File: config.mk
export PLATFORM = sky130hd
export DESIGN_NAME = lrd_local_region_descriptor
export DESIGN_NICKNAME = d
export VERILOG_FILES = /design/src/verilog/lrd_pkg.sv /design/src/verilog/lrd_local_region_descriptor.sv
export SDC_FILE = /design/constraint.sdc
export NUM_CORES = 1
export LEC_CHECK = 0
export ABC_AREA = 0
export BUFFER_PORTS_ARGS = -buffer_cell sky130_fd_sc_hd__buf_2
export CORE_UTILIZATION = 49
export CTS_CLUSTER_DIAMETER = 80
export CTS_CLUSTER_SIZE = 20
export DETAILED_ROUTE_END_ITERATION = 8
export GPL_TIMING_DRIVEN = 0
export PLACE_DENSITY = 0.79
export SYNTH_ARGS = -nofsm -noshare
export SYNTH_HDL_FRONTEND = slang
export SYNTH_SLANG_ARGS = --single-unit
File: constraint.sdc
create_clock -name clk -period 2.4 [get_ports clk]
set_input_delay 0.24 -clock clk [delete_from_list [all_inputs] [get_ports clk]]
set_output_delay 0.24 -clock clk [all_outputs]
set_load 0.1 [all_outputs]
File: src/verilog/lrd_pkg.sv
`default_nettype none
package lrd_pkg;
  // ----------------------------------------------------------------
  // Register map
  // ----------------------------------------------------------------
  localparam logic [11:0] LRD_DESC_ADDR = 12'h098;
  localparam logic [31:0] LRD_DESC_RESET = 32'h4000_0000;
  // Bits 15:8 and 25 are unused: they are not stored and read as zero
  localparam logic [31:0] LRD_DESC_MASK = 32'hfdff_00ff;

  // ----------------------------------------------------------------
  // Field positions
  // ----------------------------------------------------------------
  localparam int LRD_S0_WIDTH_LSB = 0;
  localparam int LRD_S0_WAIT_LSB = 2;
  localparam int LRD_S0_READY_BIT = 6;
  localparam int LRD_S0_BURST_TERMINATE_INPUT_BIT = 7;
  localparam int LRD_ROM_WIDTH_LSB = 16;
  localparam int LRD_ROM_WAIT_LSB = 18;
  localparam int LRD_ROM_READY_BIT = 22;
  localparam int LRD_ROM_BURST_TERMINATE_INPUT_BIT = 23;
  localparam int LRD_S0_BURST_BIT = 24;
  localparam int LRD_ROM_BURST_BIT = 26;
  localparam int LRD_WMODE_BIT = 27;
  localparam int LRD_RETRY_LSB = 28;

  // ----------------------------------------------------------------
  // Timing
  // ----------------------------------------------------------------
  localparam int LRD_RETRY_UNIT_CLOCKS = 8;
  localparam int LRD_RETRY_UNIT_SHIFT = 3;
  localparam int LRD_COUNT_W = 7;

  // ----------------------------------------------------------------
  // Types
  // ----------------------------------------------------------------
  typedef enum logic [1:0] {
    lrd_w8,
    lrd_w16,
    lrd_w32
  } lrd_width_type;

  typedef enum logic [1:0] {
    lrd_idle,
    lrd_pend,
    lrd_xfer,
    lrd_retry
  } lrd_state_type;
endpackage
`default_nettype wire

File: src/verilog/lrd_local_region_descriptor.sv
// The address map and register access over APB were left to the implementer.
`default_nettype none
// What this block does
// - Space 0 width field 00/01/1x gives 8/16/32-bit local accesses
// - Space 0 honours local ready only when its enable bit is set
// - Space 0 honours burst terminate only when its enable bit is set
// - ROM space uses the same width encoding as space 0
// - ROM space honours local ready only when its enable bit is set
// - ROM space honours burst terminate only when its enable bit is set
// - Space 0 bursts only when its burst enable bit is set
// - ROM space bursts only when its burst enable bit is set
// - Write mode 0 disconnects the write once the write FIFO is full
// - Write mode 1 holds TRDY off while the write FIFO is full
// - Retry delay is field times eight clocks from access receipt
// - Retry timer covers writes only when write mode bit 27 is set
// - Reset loads four into the retry delay field, 32 clocks
// - Reset clears the write mode bit so a full FIFO disconnects
module lrd_local_region_descriptor
  import lrd_pkg::*;
(
  input wire logic clk,
  input wire logic rst_b,
  input wire logic psel,
  input wire logic penable,
  input wire logic pwrite,
  input wire logic [11:0] paddr,
  input wire logic [31:0] pwdata,
  input wire logic [3:0] pstrb,
  output logic pready,
  output logic [31:0] prdata,
  output logic pslverr,
  input wire logic acc_valid,
  input wire logic acc_rom,
  input wire logic acc_write,
  input wire logic acc_xfer,
  input wire logic wfifo_full,
  output logic tgt_trdy_hold,
  output logic tgt_disconnect,
  output logic tgt_retry,
  input wire logic local_ready,
  input wire logic burst_terminate_input,
  output lrd_width_type loc_width,
  output logic [3:0] loc_wait,
  output logic loc_burst,
  output logic loc_ready,
  output logic loc_burst_terminate_input
);

  // ----------------------------------------------------------------
  // Helpers
  // ----------------------------------------------------------------
  function automatic lrd_width_type width_decode(input logic [1:0] code);
    case (code)
      2'h0: width_decode = lrd_w8;
      2'h1: width_decode = lrd_w16;
      default: width_decode = lrd_w32;
    endcase
  endfunction

  function automatic logic [LRD_COUNT_W-1:0] retry_limit(input logic [3:0] field);
    retry_limit = LRD_COUNT_W'(field) << LRD_RETRY_UNIT_SHIFT;
  endfunction

  logic [31:0] desc;
  lrd_state_type state;
  logic [LRD_COUNT_W-1:0] cnt;
  logic rom_q;
  logic write_q;
  logic ready_meta;
  logic ready_sync;
  logic burst_terminate_input_meta;
  logic burst_terminate_input_sync;
  logic wmode;
  logic [3:0] retry_field;
  logic timer_on;
  logic active;
  logic hit;

  assign wmode = desc[LRD_WMODE_BIT];
  assign retry_field = desc[LRD_RETRY_LSB +: 4];
  assign active = (state == lrd_pend) || (state == lrd_xfer);
  assign hit = (paddr == LRD_DESC_ADDR);
  // Writes only run the timer in wait-state mode
  assign timer_on = (retry_field != 4'h0) && (!write_q || wmode);

  // ----------------------------------------------------------------
  // APB slave
  // ----------------------------------------------------------------
  // Zero-wait slave: read data is caught in the setup cycle
  assign pready = 1'b1;
  assign pslverr = psel && penable && !hit;

  always_ff @(posedge clk) begin
    if (!rst_b) begin
      desc <= LRD_DESC_RESET;
    end else if (psel && penable && pwrite && hit) begin
      for (int i = 0; i < 4; i++) begin
        if (pstrb[i]) begin
          desc[i*8 +: 8] <= pwdata[i*8 +: 8] & LRD_DESC_MASK[i*8 +: 8];
        end
      end
    end
  end

  always_ff @(posedge clk) begin
    if (!rst_b) begin
      prdata <= 32'h0000_0000;
    end else if (psel && !penable) begin
      prdata <= (hit && !pwrite) ? desc : 32'h0000_0000;
    end
  end

  // ----------------------------------------------------------------
  // Pin synchronisers
  // ----------------------------------------------------------------
  always_ff @(posedge clk) begin
    if (!rst_b) begin
      ready_meta <= 1'b0;
      ready_sync <= 1'b0;
      burst_terminate_input_meta <= 1'b0;
      burst_terminate_input_sync <= 1'b0;
    end else begin
      ready_meta <= local_ready;
      ready_sync <= ready_meta;
      burst_terminate_input_meta <= burst_terminate_input;
      burst_terminate_input_sync <= burst_terminate_input_meta;
    end
  end

  // ----------------------------------------------------------------
  // Per-space local bus settings
  // ----------------------------------------------------------------
  always_ff @(posedge clk) begin
    if (!rst_b) begin
      loc_width <= lrd_w8;
      loc_wait <= 4'h0;
      loc_burst <= 1'b0;
      loc_ready <= 1'b0;
      loc_burst_terminate_input <= 1'b0;
    end else if (rom_q) begin
      loc_width <= width_decode(desc[LRD_ROM_WIDTH_LSB +: 2]);
      loc_wait <= desc[LRD_ROM_WAIT_LSB +: 4];
      loc_burst <= desc[LRD_ROM_BURST_BIT];
      loc_ready <= desc[LRD_ROM_READY_BIT] && ready_sync;
      loc_burst_terminate_input <= desc[LRD_ROM_BURST_TERMINATE_INPUT_BIT] && burst_terminate_input_sync;
    end else begin
      loc_width <= width_decode(desc[LRD_S0_WIDTH_LSB +: 2]);
      loc_wait <= desc[LRD_S0_WAIT_LSB +: 4];
      loc_burst <= desc[LRD_S0_BURST_BIT];
      loc_ready <= desc[LRD_S0_READY_BIT] && ready_sync;
      loc_burst_terminate_input <= desc[LRD_S0_BURST_TERMINATE_INPUT_BIT] && burst_terminate_input_sync;
    end
  end

  // ----------------------------------------------------------------
  // Target access tracking and retry timer
  // ----------------------------------------------------------------
  always_ff @(posedge clk) begin
    if (!rst_b) begin
      rom_q <= 1'b0;
      write_q <= 1'b0;
    end else if (state == lrd_idle && acc_valid) begin
      rom_q <= acc_rom;
      write_q <= acc_write;
    end
  end

  always_ff @(posedge clk) begin
    if (!rst_b) begin
      state <= lrd_idle;
    end else begin
      case (state)
        lrd_idle: begin
          if (acc_valid) begin
            state <= lrd_pend;
          end
        end
        lrd_pend: begin
          if (!acc_valid) begin
            state <= lrd_idle;
          end else if (acc_xfer) begin
            state <= lrd_xfer;
          end else if (timer_on && cnt == retry_limit(retry_field) - 1'b1) begin
            state <= lrd_retry;
          end
        end
        lrd_xfer, lrd_retry: begin
          if (!acc_valid) begin
            state <= lrd_idle;
          end
        end
        default: state <= lrd_idle;
      endcase
    end
  end

  // Counter only runs before the first data phase; it restarts per access
  always_ff @(posedge clk) begin
    if (!rst_b) begin
      cnt <= '0;
    end else if (state == lrd_pend) begin
      cnt <= cnt + 1'b1;
    end else begin
      cnt <= '0;
    end
  end

  assign tgt_retry = (state == lrd_retry);
  // Full FIFO: mode 1 stretches with wait states, mode 0 disconnects
  assign tgt_trdy_hold = active && write_q && wmode && wfifo_full;
  assign tgt_disconnect = active && write_q && !wmode && wfifo_full;

  // ----------------------------------------------------------------
  // Checks
  // ----------------------------------------------------------------
  logic [LRD_COUNT_W:0] age;

  always_ff @(posedge clk) begin
    if (!rst_b) begin
      age <= '0;
    end else if (state == lrd_idle) begin
      age <= '0;
    end else if (state == lrd_pend) begin
      age <= age + 1'b1;
    end
  end
endmodule
`default_nettype wire

==> key figures <==
Clocking
  – H-tree levels: 3
  – Number of clock buffers inserted by TritonCTS: 9
  – Clock tree sinks: 70
  – CTS tree: yes
  – Number of buffers added for setup after CTS: 0
  – Clock-pin slew reported for the worst setup and hold paths after clock tree synthesis: 80 ps
  – Number of gates given a new drive strength after cts: 0
  – Worst-case clock buffer depth: 2
  – Root Buffer Master: sky130_fd_sc_hd__clkbuf_8
  – Post-CTS Hold Buffers: 0
  – Later-pin clock latency in the skew report: 340 ps

Timing
  – Setup repair after global routing missed its margin: no
  – Period utilisation layout: a little under 90%
  – Total count of hold-check failures in the final report: 0
  – Final worst path period need: about 2100 ps
  – Relative slew margins: ~52%
  – Transition at the pin with the smallest max-transition slack: just over 700 ps
  – Clock Skews: around 15 ps
  – Final slew viol count: 0
  – Max Clock Freq: 473 MHz
  – Final-layout setup total negative slack: 0 ps
  – Final setup fails: 0
  – Setup ws final: 284 ps

Final layout
  – Diodes inserted: 0
  – Layout Nets: 490
  – Layout area overhead: 26.6%
  – Commonest cells after routing, fill and taps aside: 87 x sky130_fd_sc_hd__buf_2, 70 x sky130_fd_sc_hd__dfxtp_1, 42 x sky130_fd_sc_hd__nor2_1, 32 x sky130_fd_sc_hd__nand3_1, 26 x sky130_fd_sc_hd__a21oi_1
  – Core utilization of the finished layout: 65.7%
  – Number of standard cells in the final layout excluding fillers: 500
  – Design area: 3680 sq um
  – Fraction of final layout cells sized beyond drive strength 1: 29.9%
  – Most common cell after layout, fill and taps aside: sky130_fd_sc_hd__buf_2

Global routing
  – Number of antenna violations at the first check in global routing: 0
  – Maximum number of pins on one net before global-route repair: 14
  – Wire length of the first global-routing pass: about 11 mm
  – Combined global-route utilization of all metal layers: a little under a quarter
  – Global route total overflow: 0
  – Via count of the first global-routing pass: between 2000 and 2500

Synth
  – Fraction of synthesized cell area taken by the top area cell type: about half
  – Total standard cell area after synthesis: ~2900 sq um
  – Sequential cell area fraction in the yosys report: between 40% and 50%
  – Number of flip-flops and latches in the synthesized netlist: 70
  – Leading post-synthesis cells by cell area: sky130_fd_sc_hd__dfxtp_1 48%, sky130_fd_sc_hd__a22oi_1 5.9%, sky130_fd_sc_hd__nand3_1 5.5%
  – Top FF cell, synth: sky130_fd_sc_hd__dfxtp_1
  – Unique masters post-synth: 40
  – Warnings from Yosys: 0
  – Synth area leader: sky130_fd_sc_hd__dfxtp_1
  – EDFF count, synth: 0
  – Gate count of the mapped netlist: between 300 and 400
  – Fraction of registers with async set/reset: 0%
  – Post-Syn Area per Cell: between 9 and 10 sq um

Worst setup path
  – Slowest stage cell, crit path: sky130_fd_sc_hd__or4_1
  – Number of logic stages on the critical path including buffering: 6
  – Cells along the critical path: inv_1 > ha_1 > xor2_1 > nand2_1 > or4_1 > a2111oi_1
  – Number of cell instances on the worst register-to-register path: 6
  – Data arrival time of the worst path: roughly 2300 ps
  – Crit Reg-Reg Startpoint: desc[28]
  – Classification of the worst setup path: reg2reg
  – Worst setup EP type: register
  – Number of buffer and inverter instances along the worst setup path: 1
  – Worst Setup Start Kind: register
  – Family with the most delay on the worst path: simple AND/OR/NAND/NOR gates
  – Capture point of the critical path: state[1]
  – Critical path data required time: around 2600 ps
  – Worst setup path startpoint: desc[28]
  – Worst reg2reg path endpoint: state[1]
  – Crit path largest cell delay: roughly 560 ps
  – Setup slack, reg-to-reg: roughly 280 ps
  – Highest fanout seen on the critical path: 5

Detailed routing
  – Routed length per instance: 14.2 microns
  – Routed vias: about 2700
  – Post-DRT Antenna Nets: 0
  – Final Routed Wirelength: 7.10 mm
  – Post-detailed-route via-to-cell ratio: 5.38
  – DRC viols: 0
  – Number of detailed-routing iterations run before antenna repair: 4
  – Iteration-0 DRC Markers: around 200

Place
  – Number of cells in the design after placement: between 400 and 500
  – Area post-placement: between 3000 and 4000 sq um
  – Gpl congestion: between 0.8 and 0.9
  – Worst slack after detailed placement: 301 ps
  – Number of buffers inserted by port buffering: ~80
  – Placed wire-length estimate after detailed placement: ~5.1 mm

Worst hold path
  – Worst min-delay path category: in2reg
  – Hold path startpoint: burst_terminate_input

Power and ir drop
  – Power density normalized to cell area: 700 nW/um^2
  – Internal: a little under 2000 uW
  – Share of total power in combinational logic: roughly a tenth
  – Power spent charging and discharging nets: about 640 uW
  – Cell leakage power: about 0.0016 uW
  – Proportion of power drawn by the clock network: between 40% and 50%
  – Switching power share of the total: between 20% and 30%
  – Worst IR Drop VDD: ~0.4 mV
  – Fraction of power consumed by sequential logic: between 40% and 50%

Die
  – Height of the die: 79.1 microns
  – Row cnt: 27
  – Number of top-level pins: between 100 and 150
  – Initial core utilization: approximately 52%
  – Horizontal die dimension: roughly 79 microns
  – Core region area: 5610 sq um
  – Die footprint: between 6000 and 7000 sq um

Run status
  – Run status: completed

Job
  – Max-capacitance violation count: 0
==> how the worst min path moves through the flow <==
stage	end	slack, ps	cells after the start
final	burst_terminate_input_meta	120	2
after global routing	ready_meta	130	2
after CTS	burst_terminate_input_meta	110	2
after detailed placement	loc_burst_terminate_input	410	2
after global placement	loc_burst_terminate_input	410	2
after floorplan	burst_terminate_input_meta	370	1
==> synth_stat cells (2+ instances only) <==
cell	count
sky130_fd_sc_hd__inv_1	9
sky130_fd_sc_hd__and2_1	5
sky130_fd_sc_hd__buf_6	2
sky130_fd_sc_hd__or4b_4	3
sky130_fd_sc_hd__o21ai_0	5
sky130_fd_sc_hd__o21ai_1	16
sky130_fd_sc_hd__ha_1	7
sky130_fd_sc_hd__nor2_1	42
sky130_fd_sc_hd__clkbuf_1	9
sky130_fd_sc_hd__o21ai_2	4
sky130_fd_sc_hd__or3_1	2
sky130_fd_sc_hd__nor3_1	4
sky130_fd_sc_hd__xor2_1	4
sky130_fd_sc_hd__a21oi_1	26
sky130_fd_sc_hd__buf_4	11
sky130_fd_sc_hd__conb_1	2
sky130_fd_sc_hd__a22oi_1	23
sky130_fd_sc_hd__xnor2_1	5
sky130_fd_sc_hd__nand2_1	11
sky130_fd_sc_hd__nand3_1	32
sky130_fd_sc_hd__mux2i_1	8
sky130_fd_sc_hd__buf_2	5
sky130_fd_sc_hd__dfxtp_1	70
==> state kept, by name (all words and copies together) (netlist names) <==
signal / flops
cnt: 7
write_q: 1
desc: 23
loc_wait: 4
loc_ready: 1
ready_meta: 1
loc_width: 2
prdata: 23
rom_q: 1
state: 2
loc_burst_terminate_input: 1
loc_burst: 1
burst_terminate_input_meta: 1
ready_sync: 1
burst_terminate_input_sync: 1
==> through the flow <==
stage | total power (uW) | hold slack [ps]
2_1_floorplan | 1390 | 367
3_3_place_gp | 1450 | 406
3_5_place_dp | 1460 | 411
4_1_cts | 2580 | 111
5_1_grt | 2650 | 132
6_report | 2580 | 121
==> power groups by stage <==
stage / Clock, uW / Sequential, uW / Combinational, uW
2_1_floorplan: 0 / 1210 / 181
3_3_place_gp: 0 / 1210 / 246
3_5_place_dp: 0 / 1210 / 250
4_1_cts: 1150 / 1180 / 251
5_1_grt: 1200 / 1180 / 271
6_report: 1140 / 1180 / 253
==> logic make-up after synthesis <==
group | Yosys count | share of synthesized area (%)
xor gates and xnor gates | 9 | 2.71
muxes | 8 | 2.75
adders and majority gates | 7 | 3.01
other | 2 | 0.258
and+or+nand+nor | 107 | 18.7
buffers and inverters | 38 | 7.05
AOI/OAI and AO/OA | 81 | 17.4
DFF | 70 | 48.2
==> area by class of cell <==
type | count | area, sq um
fill | 459 | 1920
sequential | 70 | 1400
multi-input combinational | 222 | 1330
timing repair buffer | 82 | 410
buffer | 28 | 168
clock buffer | 9 | 124
clock inverter | 7 | 120
tap | 72 | 90.1
inverter | 10 | 37.5
==> layer usage <==
layer	vias up	wire [microns]	track usage [%]
met5	-	0	0
met4	0	159	11.8
met3	14	495	4.14
met2	105	3470	40.1
met1	1262	2980	28.3
li1	1308	-	-
Note: power is estimated with default switching activity, not from simulation.
